[config.mk]
export PLATFORM = sky130hd
export DESIGN_NAME = core_regs
export DESIGN_NICKNAME = d
export VERILOG_FILES = /design/src/design/core_regs_pkg.sv /design/src/design/core_regs.sv
export SDC_FILE = /design/constraint.sdc
export NUM_CORES = 1
export LEC_CHECK = 0
export BUFFER_PORTS_ARGS = -buffer_cell sky130_fd_sc_hd__buf_4
export CAP_MARGIN = 20
export CORE_MARGIN = 3
export CORE_UTILIZATION = 54
export CTS_CLUSTER_DIAMETER = 200
export DETAILED_ROUTE_END_ITERATION = 7
export PLACE_DENSITY = 0.82
export SLEW_MARGIN = 15
export SYNTH_ARGS = -nofsm -noshare
export SYNTH_HDL_FRONTEND = slang
export SYNTH_SLANG_ARGS = --single-unit
[constraint.sdc]
create_clock -name hclk -period 4.55 [get_ports hclk]
set_clock_uncertainty 0.1 [all_clocks]
set_input_delay 0.455 -clock hclk [delete_from_list [all_inputs] [get_ports hclk]]
set_output_delay 0.455 -clock hclk [all_outputs]
set_load 0.005 [all_outputs]
[src/design/core_regs_pkg.sv]
// constants, field layout and encodings for the core register group
// assumes a single hclk domain and word-wide AHB-Lite access
// Functional notes
// - accesses to either indirect port go to the address in its pointer
// - a pointer aimed at an indirect port reads 0 and drops writes
// - each pointer is 16 bits, written and read as two bytes
// - pointer 0x0000 to 0x1FFF maps straight onto absolute data addresses
// - pointer 0x2000 to 0x2FEF maps linearly onto the 80-byte RAM of banks 0 to 7
// - linear locations with no memory behind them read 0x00
// - linear addresses step from one bank's RAM block into the next
// - the 16 common bytes of each bank are outside the linear region
// - pointer top bit set selects flash with the low 15 bits
// - indirect flash reads return the low eight bits of the word
// - indirect writes to flash have no effect
// - indirect flash reads take one extra cycle
// - time-out flag set at power-up, watchdog clear, sleep; cleared on time-out
// - power-down flag set at power-up and watchdog clear; cleared by sleep
// - zero flag follows whether the result is zero, except on rotates through carry
// - digit carry is the carry out of result bit 3 on add or subtract
// - carry is the carry out of result bit 7 on add or subtract
// - subtract adds the two's complement, so carries act as inverted borrows
// - rotates through carry load carry with the bit shifted out
// - bank number holds six bits in 5:0
// - the latch holds seven upper program counter bits for later use
// - the low byte register reads and writes program counter bits 7:0
// - writing the low byte loads the upper bits from the latch
// - an ALU result sent to status cannot overwrite its own flags
package core_regs_pkg;
    localparam logic [3:0] IDX_PORT_ZERO = 4'h0;
    localparam logic [3:0] IDX_PORT_ONE  = 4'h1;
    localparam logic [3:0] IDX_PC_LOW    = 4'h2;
    localparam logic [3:0] IDX_STATUS    = 4'h3;
    localparam logic [3:0] IDX_PTR0_LO   = 4'h4;
    localparam logic [3:0] IDX_PTR0_HI   = 4'h5;
    localparam logic [3:0] IDX_PTR1_LO   = 4'h6;
    localparam logic [3:0] IDX_PTR1_HI   = 4'h7;
    localparam logic [3:0] IDX_BANK      = 4'h8;
    localparam logic [3:0] IDX_WORK      = 4'h9;
    localparam logic [3:0] IDX_PC_LATCH  = 4'hA;
    localparam int BIT_TO = 4;
    localparam int BIT_POWER_DOWN = 3;
    localparam int BIT_Z  = 2;
    localparam int BIT_DC = 1;
    localparam int BIT_C  = 0;
    localparam logic [7:0]  STATUS_RESET    = 8'h18;
    localparam logic [15:0] BANKED_LAST     = 16'h1FFF;
    localparam logic [15:0] LINEAR_BASE     = 16'h2000;
    localparam logic [15:0] LINEAR_LAST     = 16'h2FEF;
    localparam int          PTR_FLASH_BIT   = 15;
    localparam logic [11:0] RAM_BLOCK_BYTES = 12'h050;
    localparam logic [6:0]  RAM_BANK_START  = 7'h20;
    localparam logic [11:0] LINEAR_BANKS    = 12'h008;
    localparam logic [1:0]  HTRANS_NONSEQ   = 2'h2;
    typedef enum logic [5:0] {
        ST_IDLE   = 6'h01,
        ST_ACCESS = 6'h02,
        ST_REQ    = 6'h04,
        ST_EXTRA  = 6'h08,
        ST_TAKE   = 6'h10,
        ST_DONE   = 6'h20
    } bus_state_e;
    typedef enum logic [1:0] {
        TGT_NONE  = 2'h0,
        TGT_CORE  = 2'h1,
        TGT_DATA  = 2'h2,
        TGT_FLASH = 2'h3
    } target_e;
    typedef enum logic [2:0] {
        ALU_ADD  = 3'h0,
        ALU_SUB  = 3'h1,
        ALU_AND  = 3'h2,
        ALU_OR   = 3'h3,
        ALU_XOR  = 3'h4,
        ALU_RLC  = 3'h5,
        ALU_RRC  = 3'h6,
        ALU_MOVE = 3'h7
    } alu_op_e;
endpackage

[src/design/core_regs.sv]
// core register group: pointers, indirect ports, status, bank, W, PC
// assumes an AHB-Lite master, registered data RAM and flash on the far side
`timescale 1ns/100ps
`default_nettype none
module core_regs
(
    // clock and reset
    input  wire logic        hclk,
    input  wire logic        hresetn,
    // AHB-Lite slave
    input  wire logic        hsel,
    input  wire logic [31:0] haddr,
    input  wire logic [1:0]  htrans,
    input  wire logic        hwrite,
    input  wire logic [2:0]  hsize,
    input  wire logic [31:0] hwdata,
    input  wire logic        hready,
    output logic             hreadyout,
    output logic [31:0]      hrdata,
    output logic             hresp,
    // data memory
    output logic [12:0]      dmem_addr,
    output logic             dmem_rd,
    output logic             dmem_wr,
    output logic [7:0]       dmem_wdata,
    input  wire logic [7:0]  dmem_rdata,
    // program flash
    output logic [14:0]      flash_addr,
    output logic             flash_rd,
    input  wire logic [13:0] flash_rdata,
    // instruction datapath
    input  wire logic        alu_valid,
    input  wire logic [2:0]  alu_op,
    input  wire logic [7:0]  alu_operand,
    input  wire logic        alu_to_w,
    input  wire logic        alu_to_status,
    input  wire logic        pc_step,
    input  wire logic        watchdog_clear,
    input  wire logic        sleep_exec,
    input  wire logic        watchdog_fired,
    output logic [7:0]       alu_result,
    output logic [14:0]      pc_value,
    output logic [7:0]       w_value,
    output logic [7:0]       status_value,
    output logic [5:0]       bank_value,
    output logic [6:0]       program_counter_high_latch
);
    logic [15:0] ptr0, ptr1, next_ptr0, next_ptr1;
    logic [14:0] next_pc;
    logic [7:0]  next_w, next_status, next_alu_result;
    logic [5:0]  next_bank;
    logic [6:0]  next_pc_latch;
    core_regs_pkg::bus_state_e state, next_state;
    logic [3:0]  ap_idx, next_ap_idx;
    logic        ap_write, next_ap_write, tk_flash, next_tk_flash;
    logic        next_hreadyout;
    logic [31:0] next_hrdata;
    logic [12:0] next_dmem_addr;
    logic        next_dmem_rd, next_dmem_wr, next_flash_rd;
    logic [7:0]  next_dmem_wdata;
    logic [14:0] next_flash_addr;
    // decode of the transfer in its first data-phase cycle
    core_regs_pkg::target_e tgt;
    logic [3:0]  tgt_idx;
    logic [12:0] tgt_addr;
    logic [15:0] ptr_sel;
    logic [11:0] lin_off, lin_bank, lin_byte;
    logic        is_port, accept;

    function automatic logic [7:0] read_core(input logic [3:0] idx, input logic [14:0] pc,
        input logic [7:0] st, input logic [15:0] p0, input logic [15:0] p1,
        input logic [5:0] bk, input logic [7:0] w, input logic [6:0] lat);
        case (idx)
            core_regs_pkg::IDX_PC_LOW:  read_core = pc[7:0];
            core_regs_pkg::IDX_STATUS:  read_core = st;
            core_regs_pkg::IDX_PTR0_LO: read_core = p0[7:0];
            core_regs_pkg::IDX_PTR0_HI: read_core = p0[15:8];
            core_regs_pkg::IDX_PTR1_LO: read_core = p1[7:0];
            core_regs_pkg::IDX_PTR1_HI: read_core = p1[15:8];
            core_regs_pkg::IDX_BANK:    read_core = {2'h0, bk};
            core_regs_pkg::IDX_WORK:    read_core = w;
            core_regs_pkg::IDX_PC_LATCH: read_core = {1'b0, lat};
            default:                    read_core = 8'h00;
        endcase
    endfunction

    assign accept = hsel && hready && (htrans == core_regs_pkg::HTRANS_NONSEQ);
    assign is_port = (ap_idx == core_regs_pkg::IDX_PORT_ZERO)
                  || (ap_idx == core_regs_pkg::IDX_PORT_ONE);

    always_comb
    begin
        ptr_sel  = (ap_idx == core_regs_pkg::IDX_PORT_ONE) ? ptr1 : ptr0;
        lin_off  = ptr_sel[11:0];
        lin_bank = lin_off / core_regs_pkg::RAM_BLOCK_BYTES;
        lin_byte = lin_off % core_regs_pkg::RAM_BLOCK_BYTES;
        tgt      = core_regs_pkg::TGT_NONE;
        tgt_idx  = ap_idx;
        tgt_addr = 13'h0000;
        if (!is_port)
        begin
            if (ap_idx <= core_regs_pkg::IDX_PC_LATCH)
                tgt = core_regs_pkg::TGT_CORE;
        end
        else if (ptr_sel[core_regs_pkg::PTR_FLASH_BIT])
            tgt = core_regs_pkg::TGT_FLASH;
        else if (ptr_sel <= core_regs_pkg::BANKED_LAST)
        begin
            tgt_idx  = ptr_sel[3:0];
            tgt_addr = ptr_sel[12:0];
            if (ptr_sel[6:0] <= {3'h0, core_regs_pkg::IDX_PORT_ONE})
                tgt = core_regs_pkg::TGT_NONE;
            else if (ptr_sel[6:0] <= {3'h0, core_regs_pkg::IDX_PC_LATCH})
                tgt = core_regs_pkg::TGT_CORE;
            else
                tgt = core_regs_pkg::TGT_DATA;
        end
        else if (ptr_sel >= core_regs_pkg::LINEAR_BASE && ptr_sel <= core_regs_pkg::LINEAR_LAST)
        begin
            tgt_addr = {lin_bank[5:0], core_regs_pkg::RAM_BANK_START + lin_byte[6:0]};
            if (lin_bank < core_regs_pkg::LINEAR_BANKS)
                tgt = core_regs_pkg::TGT_DATA;
        end
    end

    logic        wr_core;
    logic [7:0]  wr_data, sub_b, res;
    logic [8:0]  sum;
    logic [4:0]  nib;
    always_comb
    begin
        next_state      = state;
        next_ap_idx     = ap_idx;
        next_ap_write   = ap_write;
        next_tk_flash   = tk_flash;
        next_hrdata     = hrdata;
        next_dmem_addr  = dmem_addr;
        next_dmem_wdata = dmem_wdata;
        next_dmem_rd    = 1'b0;
        next_dmem_wr    = 1'b0;
        next_flash_addr = flash_addr;
        next_flash_rd   = 1'b0;
        wr_core         = 1'b0;
        wr_data         = hwdata[7:0];
        case (state)
            core_regs_pkg::ST_IDLE, core_regs_pkg::ST_DONE:
            begin
                next_state = core_regs_pkg::ST_IDLE;
                if (accept)
                begin
                    next_state    = core_regs_pkg::ST_ACCESS;
                    next_ap_idx   = haddr[5:2];
                    next_ap_write = hwrite;
                end
            end
            core_regs_pkg::ST_ACCESS:
            begin
                next_state    = core_regs_pkg::ST_DONE;
                next_hrdata   = 32'h0000_0000;
                next_tk_flash = (tgt == core_regs_pkg::TGT_FLASH);
                case (tgt)
                    core_regs_pkg::TGT_CORE:
                    begin
                        wr_core = ap_write;
                        next_hrdata = {24'h000000, read_core(tgt_idx, pc_value, status_value,
                            ptr0, ptr1, bank_value, w_value, program_counter_high_latch)};
                    end
                    core_regs_pkg::TGT_DATA:
                    begin
                        next_state      = core_regs_pkg::ST_REQ;
                        next_dmem_addr  = tgt_addr;
                        next_dmem_wdata = hwdata[7:0];
                        next_dmem_rd    = !ap_write;
                        next_dmem_wr    = ap_write;
                    end
                    core_regs_pkg::TGT_FLASH:
                    begin
                        if (!ap_write)
                        begin
                            next_state      = core_regs_pkg::ST_REQ;
                            next_flash_addr = ptr_sel[14:0];
                            next_flash_rd   = 1'b1;
                        end
                    end
                    default:
                        next_state = core_regs_pkg::ST_DONE;
                endcase
            end
            core_regs_pkg::ST_REQ:
                next_state = tk_flash ? core_regs_pkg::ST_EXTRA : core_regs_pkg::ST_TAKE;
            core_regs_pkg::ST_EXTRA:
                next_state = core_regs_pkg::ST_TAKE;
            core_regs_pkg::ST_TAKE:
            begin
                next_state = core_regs_pkg::ST_DONE;
                if (tk_flash)
                    next_hrdata = {24'h000000, flash_rdata[7:0]};
                else if (!ap_write)
                    next_hrdata = {24'h000000, dmem_rdata};
            end
            default:
                next_state = core_regs_pkg::ST_IDLE;
        endcase
        // ready only where the master may finish the transfer
        next_hreadyout = (next_state == core_regs_pkg::ST_IDLE)
                      || (next_state == core_regs_pkg::ST_DONE);
    end

    always_comb
    begin
        next_ptr0       = ptr0;
        next_ptr1       = ptr1;
        next_bank       = bank_value;
        next_w          = w_value;
        next_pc_latch   = program_counter_high_latch;
        next_status     = status_value;
        next_alu_result = alu_result;
        next_pc         = pc_step ? pc_value + 15'h0001 : pc_value;
        if (wr_core)
        begin
            case (tgt_idx)
                core_regs_pkg::IDX_PC_LOW:
                    next_pc = {program_counter_high_latch, wr_data};
                core_regs_pkg::IDX_STATUS:  next_status[2:0] = wr_data[2:0];
                core_regs_pkg::IDX_PTR0_LO: next_ptr0[7:0]  = wr_data;
                core_regs_pkg::IDX_PTR0_HI: next_ptr0[15:8] = wr_data;
                core_regs_pkg::IDX_PTR1_LO: next_ptr1[7:0]  = wr_data;
                core_regs_pkg::IDX_PTR1_HI: next_ptr1[15:8] = wr_data;
                core_regs_pkg::IDX_BANK:    next_bank = wr_data[5:0];
                core_regs_pkg::IDX_WORK:    next_w = wr_data;
                core_regs_pkg::IDX_PC_LATCH: next_pc_latch = wr_data[6:0];
                default:                    next_w = w_value;
            endcase
        end
        sub_b = (alu_op == core_regs_pkg::ALU_SUB) ? ~alu_operand : alu_operand;
        sum   = {1'b0, w_value} + {1'b0, sub_b}
              + {8'h00, alu_op == core_regs_pkg::ALU_SUB};
        nib   = {1'b0, w_value[3:0]} + {1'b0, sub_b[3:0]}
              + {4'h0, alu_op == core_regs_pkg::ALU_SUB};
        case (alu_op)
            core_regs_pkg::ALU_ADD, core_regs_pkg::ALU_SUB: res = sum[7:0];
            core_regs_pkg::ALU_AND: res = w_value & alu_operand;
            core_regs_pkg::ALU_OR:  res = w_value | alu_operand;
            core_regs_pkg::ALU_XOR: res = w_value ^ alu_operand;
            core_regs_pkg::ALU_RLC: res = {alu_operand[6:0], status_value[core_regs_pkg::BIT_C]};
            core_regs_pkg::ALU_RRC: res = {status_value[core_regs_pkg::BIT_C], alu_operand[7:1]};
            default:                res = alu_operand;
        endcase
        if (alu_valid)
        begin
            next_alu_result = res;
            if (alu_to_w)
                next_w = res;
            if (alu_to_status)
                next_status[2:0] = res[2:0];
            case (alu_op)
                core_regs_pkg::ALU_ADD, core_regs_pkg::ALU_SUB:
                begin
                    next_status[core_regs_pkg::BIT_C]  = sum[8];
                    next_status[core_regs_pkg::BIT_DC] = nib[4];
                end
                core_regs_pkg::ALU_RLC: next_status[core_regs_pkg::BIT_C] = alu_operand[7];
                core_regs_pkg::ALU_RRC: next_status[core_regs_pkg::BIT_C] = alu_operand[0];
                default: next_status[core_regs_pkg::BIT_C] = next_status[core_regs_pkg::BIT_C];
            endcase
            if (alu_op != core_regs_pkg::ALU_RLC && alu_op != core_regs_pkg::ALU_RRC)
                next_status[core_regs_pkg::BIT_Z] = (res == 8'h00);
        end
        // clears first so that a same-cycle set wins
        // time-out and power-down flags
        if (watchdog_fired)
            next_status[core_regs_pkg::BIT_TO] = 1'b0;
        if (sleep_exec)
            next_status[core_regs_pkg::BIT_POWER_DOWN] = 1'b0;
        if (watchdog_clear || sleep_exec)
            next_status[core_regs_pkg::BIT_TO] = 1'b1;
        if (watchdog_clear)
            next_status[core_regs_pkg::BIT_POWER_DOWN] = 1'b1;
        next_status[7:5] = 3'h0;
    end

    always_ff @(posedge hclk or negedge hresetn)
    begin
        if (!hresetn)
        begin
            state        <= core_regs_pkg::ST_IDLE;
            ap_idx       <= 4'h0;
            ap_write     <= 1'b0;
            tk_flash     <= 1'b0;
            hreadyout    <= 1'b1;
            hrdata       <= 32'h0000_0000;
            hresp        <= 1'b0;
            dmem_addr    <= 13'h0000;
            dmem_rd      <= 1'b0;
            dmem_wr      <= 1'b0;
            dmem_wdata   <= 8'h00;
            flash_addr   <= 15'h0000;
            flash_rd     <= 1'b0;
            ptr0         <= 16'h0000;
            ptr1         <= 16'h0000;
            pc_value     <= 15'h0000;
            w_value      <= 8'h00;
            status_value <= core_regs_pkg::STATUS_RESET;
            bank_value   <= 6'h00;
            program_counter_high_latch <= 7'h00;
            alu_result   <= 8'h00;
        end
        else
        begin
            state        <= next_state;
            ap_idx       <= next_ap_idx;
            ap_write     <= next_ap_write;
            tk_flash     <= next_tk_flash;
            hreadyout    <= next_hreadyout;
            hrdata       <= next_hrdata;
            hresp        <= 1'b0;
            dmem_addr    <= next_dmem_addr;
            dmem_rd      <= next_dmem_rd;
            dmem_wr      <= next_dmem_wr;
            dmem_wdata   <= next_dmem_wdata;
            flash_addr   <= next_flash_addr;
            flash_rd     <= next_flash_rd;
            ptr0         <= next_ptr0;
            ptr1         <= next_ptr1;
            pc_value     <= next_pc;
            w_value      <= next_w;
            status_value <= next_status;
            bank_value   <= next_bank;
            program_counter_high_latch <= next_pc_latch;
            alu_result   <= next_alu_result;
        end
    end
endmodule
`default_nettype wire

---- Yosys cells after proc, flatten, opt, wreduce, memory -nomap -nowiden ----
Cells that the tools add are included.
operators by class
  add/sub/neg operators ................... 6
  div/mod/pow operators ................... 2
  magnitude comparators ................... 7
  equality and inequality tests ........... 31
  mux-type cells .......................... 55
  bitwise gates (word level) .............. 5
  reductions and logical operators ........ 26
operators with widths
  operator               count
  $pmux 8 s9             1
  $mux 32                2
  $pmux 32 s2            1
  $mux 13                4
  $mux 8                 6
  $pmux 8 s6             1
  $mux 15                3
  $pmux 6 s5             1
  $reduce_and 2->1       9
  $eq 4x3->1 const B     4
  $ge 16x14->1 const B   1
  $le 16x13->1 const B   1
  $le 16x14->1 const B   1
  $mux 1                 16
  $mux 16                1
  $mux 2                 8
  $add 15x1->15 const B  1
  $div 12x7->12 const B  1
  $eq 4x4->1 const B     3
  $eq 6x1->1 const B     2
  $eq 6x6->1 const B     2
  $lt 12x4->1 const B    1
  $mod 12x7->12 const B  1
  $mux 3                 4
  other kinds (39)       57
word-level totals
  register bits ........................... 165
  logic and storage cells ................. 156

---- Depth between registers and ports, before layout ----
Gate-level depths: netlist of the first run.
  word-level depth ........................ 16
  depth in mapped cells ................... 15
  gate-level depth less buffers ........... 13

---- Least setup slack after synthesis of the first run ----
OpenSTA, ideal clock, no wires.
  path kind ............................... flip-flop to flip-flop
  start point ............................. register ap_idx[1]
  end point ............................... register ptr1[11]
  setup time .............................. 0.125 ns
  arrival time ............................ 3.367 ns
  data required time ...................... 4.325 ns
  path slack .............................. 0.958 ns
  stages on the path, launching flop included .. 13
  cells stage by stage .................... dfrtp_1 buf_6 or4b_1 buf_2 buf_4 mux2i_1 o21ai_2 a2111oi_4 o22ai_1 o21ai_2 nand3_4 nor4_4 mux2_2
on the way
  word-level cells in the longest chain between the ends .. 13
  elaborated cells on any way between the ends .. 29
  classes of those cells .................. div (1); order compare (7); eq/ne (3); mux (14); reduce/logical (4)
ends and longest elaborated chain
  item                                   line                              text
  start, declared                        core_regs.sv:54                   logic [3:0] ap_idx, next_ap_idx;
  start signal, assigned                 core_regs.sv:311                  ap_idx <= next_ap_idx;
  $eq 4x1->1                             core_regs.sv:89, core_regs.sv:93
  $mux 16                                core_regs.sv:93                   ptr_sel = (ap_idx == core_regs_pkg::IDX_PORT_ONE) ? ptr1 : ptr0;
  $div 12x7->12                          core_regs.sv:95                   lin_bank = lin_off / core_regs_pkg::RAM_BLOCK_BYTES;
  $lt 12x4->1                            core_regs.sv:121                  if (lin_bank < core_regs_pkg::LINEAR_BANKS)
  $mux 2                                 core_regs.sv:121
  $mux 2                                 core_regs.sv:118                  else if (ptr_sel >= core_regs_pkg::LINEAR_BASE && ptr_sel <= core_regs_pkg::LINEAR_LAST)
  $mux 2                                 core_regs.sv:107                  else if (ptr_sel <= core_regs_pkg::BANKED_LAST)
  $mux 2                                 core_regs.sv:105                  else if (ptr_sel[core_regs_pkg::PTR_FLASH_BIT])
  $mux 2                                 core_regs.sv:100                  if (!is_port)
  $eq 2x1->1                             core_regs.sv:161                  case (tgt)
  $mux 1                                 core_regs.sv:161
  $mux 1                                 core_regs.sv:145                  case (state)
  $reduce_and 2->1 (no source line) (*)  n/a
  end signal, assigned                   core_regs.sv:324                  ptr1 <= next_ptr1;
  end, declared                          core_regs.sv:48                   logic [15:0] ptr0, ptr1, next_ptr0, next_ptr1;
Mark *: on every way between the ends. The rest lies on a longest branch, timed or not.
A chain may end at the register's enable or synchronous reset.

---- Worst setup path in the final report of the first run ----
  start point ............................. register ap_idx[3]
  end point ............................... register ptr1[15]
Same word-level chain as after synthesis.

==> flow_metrics.py, run 1 <==
metrics = {
    "yosys": {
        "synthCells": 999,
        "synth_seq_cells": 141,
        "synth.area.top_cells": "dfrtp_1, mux2_2, mux2i_1",
        "ys_types": 82,
        "ys_seq_area_frac": 0.381,
        "synth_top_area_share": 0.370,
        "synthArstFlopShare": 1.00,
        "yosys_warnings": 0,
        "avgSynthCellArea_sq_um": 9.27,
        "synth_top_cell_by_area": "dfrtp_1",
        "synth_ff_type": "dfrtp_1",
        "synth_edf_count": 0,
        "syn_area_sq_mm": 0.00927,
    },
    "power": {
        "swShare": 0.329,
        "vdd_drop_max_mv": 0.322,
        "p_seq_frac": 0.396,
        "finalPower_mw": 4.00,
        "p_int_mw": 2.68,
        "switchingPower_mw": 1.32,
        "leakage_nw": 5.20,
        "comb_power_share": 0.278,
        "power_density_mw_per_mm2": 363,
        "clkPwrFrac": 0.326,
    },
    "detailed_routing": {
        "drc_errors": 0,
        "wl_mm": 26.1,
        "antenna_left": 0,
        "drt_iter0_drc": 767,
        "avgRoutedWirePerCell_um": 19.2,
        "vias": 8284,
        "via_per_inst": 6.09,
        "dr.pass1.iters": 6,
    },
    "global_route": {
        "grt_pass1_vias": 7772,
        "grt-ovfl-total": 0,
        "antenna_found_initial": 0,
        "grt_max_degree": 108,
        "grt_first_pass_wirelength_mm": 41.0,
        "track_usage": 0.279,
    },
    "timing": {
        "fin_crit_ns": 4.16,
        "drv_slew": 0,
        "min_period_over_period": 0.915,
        "finalHoldViolCount": 0,
        "relSlewSlack": 0.353,
        "setup_tns_ns": 0,
        "max_freq_mhz": 240,
        "setup_viol": 0,
        "tightest_slew_ns": 0.967,
        "holdWs_ns": 0.0594,
        "rsz0062_at_grt": "false",
    },
    "layout": {
        "diodes": 0,
        "regArea_sq_mm": 0.00353,
        "layout_commonest_cell": "buf_4",
        "postLayoutCoreUtil": 0.660,
        "synthToLayoutAreaGrowth_pct": 18.9,
        "fin_nets": 1266,
        "drive_above_1_share": 0.255,
        "nFillCells": 1337,
        "final_cell_mix": "buf_4, dfrtp_1, nand2_1",
        "multi_input_area_sq_mm": 0.00525,
    },
    "die": {
        "core_area_sq_mm": 0.0167,
        "chipWidth_um": 137,
        "rows": 47,
        "start_util": 0.555,
        "dieArea_sq_mm": 0.0188,
        "ioPinCount": 239,
        "dieHeight_um": 137,
    },
    "critical_path": {
        "reg2reg_to": "ptr1[15]$_DFFE_PN0P_",
        "worstPathArrival_ns": 4.37,
        "endpoint_kind": "flop",
        "critPathLaunchType": "flop",
        "worst-path-max-fanout": 32,
        "critical_path_class": "reg2reg",
        "r2r_cells": 10,
        "crit_required_ns": 4.76,
        "worstReg2RegStart": "ap_idx[3]$_DFFE_PN0P_",
        "reg2reg_slack_ns": 0.39,
    },
    "clock_tree": {
        "cts-buffers-inserted": 17,
        "post_cts_buffers": 0,
        "path_clk_slew_ns": 0.06,
        "clock_path_buffers": 2,
        "clock_latency_ns": 0.42,
        "cts_sinks": 141,
        "cts_tree": "done",
        "ctsHoldBuffers": 0,
        "cts-resized-gates": 0,
        "cts-root-buf": "clkbuf_16",
        "cts-htree-levels": 4,
    },
    "run": {
        "cap_violations": 0,
    },
    "place": {
        "post-dp-hpwl_mm": 19.1,
        "portBuffers": 149,
        "gp_congestion": 0.946,
    },
    "outcome": {
        "outcome": "finished clean",
    },
    "hold_path": {
        "hold_path.class": "in2async",
    },
}
## kinds of logic (layout without fill, tap and decap cells)
group / count (synthesis) / after routing / share of synthesized area
simple gates: 311 / 311 / 0.167
compound gates: 240 / 240 / 0.168
fa+ha+maj: 25 / 25 / 0.0346
flops: 141 / 141 / 0.381
xor+xnor: 34 / 34 / 0.0321
mux: 124 / 124 / 0.153
other cells: 1 / 28 / 0.000405
buf+inv: 123 / 237 / 0.0643
## layer usage
| layer | up-vias | share of wire | track usage |
|---|---|---|---|
| met4 | 0 | 0.030 | 0.0881 |
| li1 | 3796 | - | - |
| met2 | 460 | 0.46 | 0.446 |
| met3 | 75 | 0.10 | 0.0695 |
| met5 | - | 0 | 0 |
| met1 | 3953 | 0.41 | 0.374 |
## area by class of cell
cell class	count	share of cell area
Timing Repair Buffer	170	0.116
Tap cell	220	0.0250
Sequential cell	141	0.321
Clock buffer	22	0.0421
Inverter	35	0.0119
Multi-Input combinational cell	762	0.476
Clock inverter	10	0.00829
## critical path, cell delays in order (launching register included)
cell and delay [ns]:
dfrtp_1 0.50, or4b_1 0.50, buf_4 0.27, mux2i_1 0.19, a2111oi_0 0.55, nor4_1 0.17, and3_1 0.22, o21ai_2 0.27
nand3_4 0.21, nor4_4 0.62, mux2_2 0.42
## Yosys cell counts (5+ instances only)
library cell / count
nand2b_1: 9
nand2_1: 111
xnor2_1: 24
and3_1: 12
a22o_1: 9
clkbuf_1: 40
nor3_1: 30
buf_2: 10
buf_1: 6
mux2i_1: 58
nor2_1: 70
or3_1: 5
nor2b_1: 16
a211oi_1: 10
a21oi_1: 67
mux2_2: 57
nand3_1: 18
buf_4: 30
xor2_1: 10
a22oi_1: 8
mux4_2: 8
a221oi_1: 6
a31oi_1: 11
nand4_1: 6
dfrtp_1: 137
ha_1: 24
a21o_1: 9
o21ai_0: 65
inv_1: 35
## how the worst max path moves through the flow
| stage | startpoint | to | slack (ns) | depth (start not counted) |
|---|---|---|---|---|
| 6_report | ap_idx[3]$_DFFE_PN0P_ | ptr1[15]$_DFFE_PN0P_ | 0.39 | 10 |
| 5_1_grt | ap_idx[3]$_DFFE_PN0P_ | ptr1[9]$_DFFE_PN0P_ | 0.19 | 10 |
| 4_1_cts | ap_idx[3]$_DFFE_PN0P_ | ptr1[15]$_DFFE_PN0P_ | 0.43 | 10 |
| 3_5_place_dp | ap_idx[3]$_DFFE_PN0P_ | ptr1[15]$_DFFE_PN0P_ | 0.44 | 10 |
| 3_3_place_gp | ap_idx[3]$_DFFE_PN0P_ | ptr1[11]$_DFFE_PN0P_ | 0.51 | 10 |
| 2_1_floorplan | ap_idx[1]$_DFFE_PN0P_ | ptr1[11]$_DFFE_PN0P_ | 0.96 | 12 |
## registers in the layout, summed over array words and instances (netlist names), 4 cells and up
signal / cells
flash_addr: 15
w_value: 8
alu_result: 8
status_value: 5
ptr1: 16
dmem_wdata: 8
pc_value: 15
ap_idx: 4
ptr0: 16
program_counter_high_latch: 7
state: 6
dmem_addr: 13
hrdata: 8
bank_value: 6
## metrics by stage
step	instances	cell area [sq um]	worst slack [ns]
global placement	1327	10500	0.506
floorplan	1026	9370	0.958
CTS	1360	11000	0.428
detailed placement	1328	10500	0.438
finish	1360	11000	0.387
global route	1360	11000	0.189
## power groups by stage
stage	clock network (mW)	registers [mW]	logic (mW)
floorplan	0	1.52	0.711
global placement	0	1.59	1.06
detailed placement	0	1.59	1.10
CTS	1.31	1.58	1.11
global route	1.37	1.60	1.23
finish	1.30	1.58	1.11
(Power assumes the default switching activity.)
==> inputs of run 2 (changes only) <==
- REMOVE_ABC_BUFFERS: unset -> 1
==> flow_metrics.py, run 2 (synthesis results as in run 1) <==
metrics = {
    "outcome": {
        "outcome": "finished clean",
    },
    "layout": {
        "diodes": 0,
        "synthToLayoutAreaGrowth_pct": 20.5,
        "drive_above_1_share": 0.264,
        "nFillCells": 1345,
        "layout_commonest_cell": "buf_4",
        "top_regs": "ptr0: 16 flops, ptr1: 16 flops",
        "multi_input_area_sq_mm": 0.00524,
        "final_cells": 1370,
        "regArea_sq_mm": 0.00353,
        "fin_nets": 1277,
        "final_cell_mix": "buf_4, dfrtp_1, nand2_1",
    },
    "clock_tree": {
        "cts_tree": "done",
        "cts-resized-gates": 0,
        "cts-root-buf": "clkbuf_16",
        "clock_path_buffers": 2,
        "cts-htree-levels": 4,
        "post_cts_buffers": 0,
        "cts-buffers-inserted": 17,
        "clock_latency_ns": 0.43,
        "cts_sinks": 141,
        "ctsHoldBuffers": 0,
        "path_clk_slew_ns": 0.06,
    },
    "timing": {
        "rsz0062_at_grt": "false",
        "finalHoldViolCount": 0,
        "drv_slew": 0,
        "min_period_over_period": 0.881,
        "fin_crit_ns": 4.01,
        "setup_viol": 0,
        "tightest_slew_ns": 1.01,
        "relSlewSlack": 0.322,
        "max_freq_mhz": 249,
        "setup_tns_ns": 0,
    },
    "global_route": {
        "antenna_found_initial": 0,
        "track_usage": 0.287,
        "grt_first_pass_wirelength_mm": 42.1,
        "grt_pass1_vias": 7920,
        "grt_max_degree": 105,
        "grt-ovfl-total": 0,
    },
    "power": {
        "switchingPower_mw": 1.34,
        "p_int_mw": 2.82,
        "p_seq_frac": 0.379,
        "swShare": 0.323,
        "leakage_nw": 5.29,
        "vdd_drop_max_mv": 0.308,
        "comb_power_share": 0.268,
        "clkPwrFrac": 0.353,
        "power_density_mw_per_mm2": 373,
    },
    "critical_path": {
        "crit_top_cell": "o21ai_2",
        "endpoint_kind": "flop",
        "max_stage_delay_ns": 0.51,
        "worstPathCellList": "or4b_1, buf_4, mux2i_1, o21ai_2, a2111oi_4, o22ai_1, o21ai_2, nand3_4, nor3_4, mux2_2",
        "critPathLaunchType": "flop",
        "worst-path-max-fanout": 32,
        "reg2reg_slack_ns": 0.54,
        "critical_path_class": "reg2reg",
        "cp-startpoint": "ap_idx[3]$_DFFE_PN0P_",
        "r2r_cells": 10,
        "cp_slowest_cell": "or4b_1",
        "crit_required_ns": 4.76,
        "worstReg2RegStart": "ap_idx[3]$_DFFE_PN0P_",
        "reg2reg_to": "ptr0[15]$_DFFE_PN0P_",
        "worstPathArrival_ns": 4.22,
    },
    "run": {
        "cap_violations": 0,
    },
    "detailed_routing": {
        "antenna_left": 0,
        "vias": 8371,
        "wl_mm": 26.5,
        "drc_errors": 0,
        "dr.pass1.iters": 6,
        "via_per_inst": 6.11,
        "drt_iter0_drc": 798,
        "avgRoutedWirePerCell_um": 19.3,
    },
    "die": {
        "chipWidth_um": 137,
        "core_area_sq_mm": 0.0167,
        "dieArea_sq_mm": 0.0188,
        "dieHeight_um": 137,
        "rows": 47,
        "start_util": 0.555,
        "ioPinCount": 239,
    },
    "place": {
        "dp.cells": 1339,
        "gp_congestion": 0.924,
        "post-dp-hpwl_mm": 19.4,
        "portBuffers": 149,
    },
    "hold_path": {
        "hold_path.class": "in2async",
    },
}
[run 2: per-stage QoR]
stage / utilization / area [sq um] / setup WS (ns) / hold WS, ns / total power, mW
CTS: 0.669 / 11200 / 0.553 / 0.0648 / 4.15
global placement: 0.631 / 10500 / 0.637 / 0.355 / 2.65
floorplan: - / 8900 / 0.135 / 0.0594 / 2.18
global route: 0.669 / 11200 / 0.293 / 0.0690 / 4.35
detailed placement: 0.632 / 10600 / 0.593 / 0.363 / 2.69
finish: 0.669 / 11200 / 0.542 / 0.0185 / 4.16
[run 2: layout make-up]
type                       count  area share
inverter                      35      0.0118
timing repair buffer         181       0.123
tap                          220      0.0246
sequential                   141       0.316
clock buffer                  17      0.0381
multi-input combinational    762       0.469
clock inverter                14      0.0171
[run 2: routing by layer]
metal  up-vias  share of wire  track usage
met5         -              0            0
met4         0          0.040        0.125
met3        90          0.093       0.0603
met2       468           0.45        0.437
met1      3990           0.42        0.397
li1       3823              -            -
[run 2: worst max-delay path by stage]
stage,slack [ns],cells past startpoint,endpoint
finish,0.54,10,ptr0[15]$_DFFE_PN0P_
floorplan,0.14,8,pc_value[0]$_DFF_PN0_
global placement,0.64,10,ptr0[9]$_DFFE_PN0P_
detailed placement,0.59,10,ptr0[11]$_DFFE_PN0P_
CTS,0.55,10,ptr0[15]$_DFFE_PN0P_
global route,0.29,10,ptr0[15]$_DFFE_PN0P_
[run 2: power groups by stage]
stage	registers (mW)	logic [mW]	clock network [mW]
3_5_place_dp	1.59	1.10	0
6_report	1.58	1.12	1.47
5_1_grt	1.60	1.23	1.52
3_3_place_gp	1.59	1.07	0
4_1_cts	1.57	1.11	1.47
2_1_floorplan	1.54	0.641	0
[run 2: critical path: cells and delay by family (launching register included)]
kind,cells,cell delay [ns]
buf+inv,1,0.28
compound gates,4,1.11
mux,2,0.73
simple gates,3,1.17
flops,1,0.49
==> inputs of run 3 (changes only) <==
- HOLD_SLACK_MARGIN: unset -> 0.03
- RECOVER_POWER: unset -> 100
==> flow_metrics.py, run 3 (synthesis results as in run 1) <==
metrics = {
    "clock_tree": {
        "cts-buffers-inserted": 17,
        "cts-root-buf": "clkbuf_16",
        "post_cts_buffers": 0,
        "clock_latency_ns": 0.43,
        "cts-resized-gates": 0,
        "cts_sinks": 141,
        "ctsHoldBuffers": 0,
        "path_clk_slew_ns": 0.06,
        "cts-htree-levels": 4,
        "clock_path_buffers": 2,
        "cts_tree": "done",
    },
    "layout": {
        "layout_commonest_cell": "dfrtp_1",
        "final_cell_mix": "dfrtp_1, nand2_1, clkbuf_4",
        "drive_above_1_share": 0.234,
        "stdcell_area_sq_mm": 0.0110,
        "nFillCells": 1391,
        "fin_nets": 1277,
        "multi_input_area_sq_mm": 0.00518,
        "final_cells": 1370,
        "diodes": 0,
        "top_regs": "ptr0: 16 flops, ptr1: 16 flops",
        "synthToLayoutAreaGrowth_pct": 18.9,
        "regArea_sq_mm": 0.00353,
    },
    "power": {
        "finalPower_mw": 4.12,
        "power_density_mw_per_mm2": 374,
        "leakage_nw": 5.14,
        "vdd_drop_max_mv": 0.303,
    },
    "critical_path": {
        "worstPathArrival_ns": 4.31,
        "crit_required_ns": 4.76,
        "reg2reg_slack_ns": 0.45,
        "critical_path_class": "reg2reg",
        "critPathLaunchType": "flop",
        "worst-path-max-fanout": 32,
        "endpoint_kind": "flop",
    },
    "die": {
        "dieHeight_um": 137,
        "chipWidth_um": 137,
        "ioPinCount": 239,
        "start_util": 0.555,
        "rows": 47,
        "core_area_sq_mm": 0.0167,
        "dieArea_sq_mm": 0.0188,
    },
    "detailed_routing": {
        "wl_mm": 26.4,
        "dr.pass1.iters": 5,
        "avgRoutedWirePerCell_um": 19.3,
        "antenna_left": 0,
        "via_per_inst": 6.07,
        "drc_errors": 0,
        "drt_iter0_drc": 801,
        "vias": 8315,
    },
    "global_route": {
        "grt-ovfl-total": 0,
        "antenna_found_initial": 0,
        "grt_first_pass_wirelength_mm": 42.1,
        "grt_pass1_vias": 7920,
        "track_usage": 0.287,
        "grt_max_degree": 105,
    },
    "place": {
        "gp_congestion": 0.924,
        "dp.cells": 1339,
        "post-dp-hpwl_mm": 19.4,
        "portBuffers": 149,
        "dpl_cell_area_sq_mm": 0.0106,
    },
    "outcome": {
        "violations": "max-capacitance violations, max-slew violations",
        "outcome": "finished with violations",
    },
    "timing": {
        "setup_tns_ns": 0,
        "finalHoldViolCount": 0,
        "fin_crit_ns": 4.10,
        "tightest_slew_ns": 2.55,
        "relSlewSlack": -0.700,
        "min_period_over_period": 0.902,
        "drv_slew": 105,
        "max_freq_mhz": 244,
        "rsz0062_at_grt": "false",
        "setup_viol": 0,
    },
    "run": {
        "cap_violations": 1,
    },
    "hold_path": {
        "hold_path.class": "in2reg",
    },
}
## run 3: power by group
| part | switching [mW] | total, mW | internal [mW] |
|---|---|---|---|
| Combinational | 0.578 | 1.08 | 0.497 |
| Clock | 0.553 | 1.47 | 0.916 |
| Sequential | 0.198 | 1.58 | 1.38 |
| Total | 1.33 | 4.12 | 2.79 |
## run 3: final timing paths
| path | start | end | cells past startpoint |
|---|---|---|---|
| hold reg to reg | dmem_wdata[2]$_DFFE_PN0P_ | dmem_wdata[2]$_DFFE_PN0P_ | 2 |
| setup / recovery | ap_idx[3]$_DFFE_PN0P_ | ptr0[15]$_DFFE_PN0P_ | 10 |
| min in group asynchronous | hresetn | flash_addr[6]$_DFFE_PN0P_ | 1 |
| max in group asynchronous | hresetn | alu_result[2]$_DFFE_PN0P_ | 2 |
| setup reg to reg | ap_idx[3]$_DFFE_PN0P_ | ptr0[15]$_DFFE_PN0P_ | 10 |
| hold / removal | watchdog_fired | status_value[4]$_DFFE_PN1P_ | 2 |
## run 3: final cells by class
cell class | count | area share
Sequential cell | 141 | 0.321
Clock inverter | 14 | 0.0174
Tap cell | 220 | 0.0250
Inverter | 35 | 0.0119
Clock buffer | 17 | 0.0386
Timing Repair Buffer | 181 | 0.116
Multi-Input combinational cell | 762 | 0.471
## run 3: critical path, cell delays in order, from the launching register on
cell	delay, ns
dfrtp_1	0.49
or4b_1	0.50
buf_4	0.28
mux2i_1	0.20
a2111oi_0	0.56
nor4_1	0.12
and3_1	0.21
o21ai_2	0.34
nand3_4	0.17
nor3_2	0.58
mux2_2	0.42
## run 3: layer usage
metal  global-route usage  wire length, um
met3               0.0603             2470
met5                    0                0
met4                0.125              982
met1                0.397            11000
met2                0.437            12000
## run 3: metrics by stage
stage	util	hold WS (ns)	setup WS, ns
2_1_floorplan	-	0.0594	0.135
3_3_place_gp	0.631	0.355	0.637
3_5_place_dp	0.632	0.363	0.593
4_1_cts	0.669	0.0648	0.553
5_1_grt	0.660	0.0745	0.186
6_report	0.660	0.0746	0.448
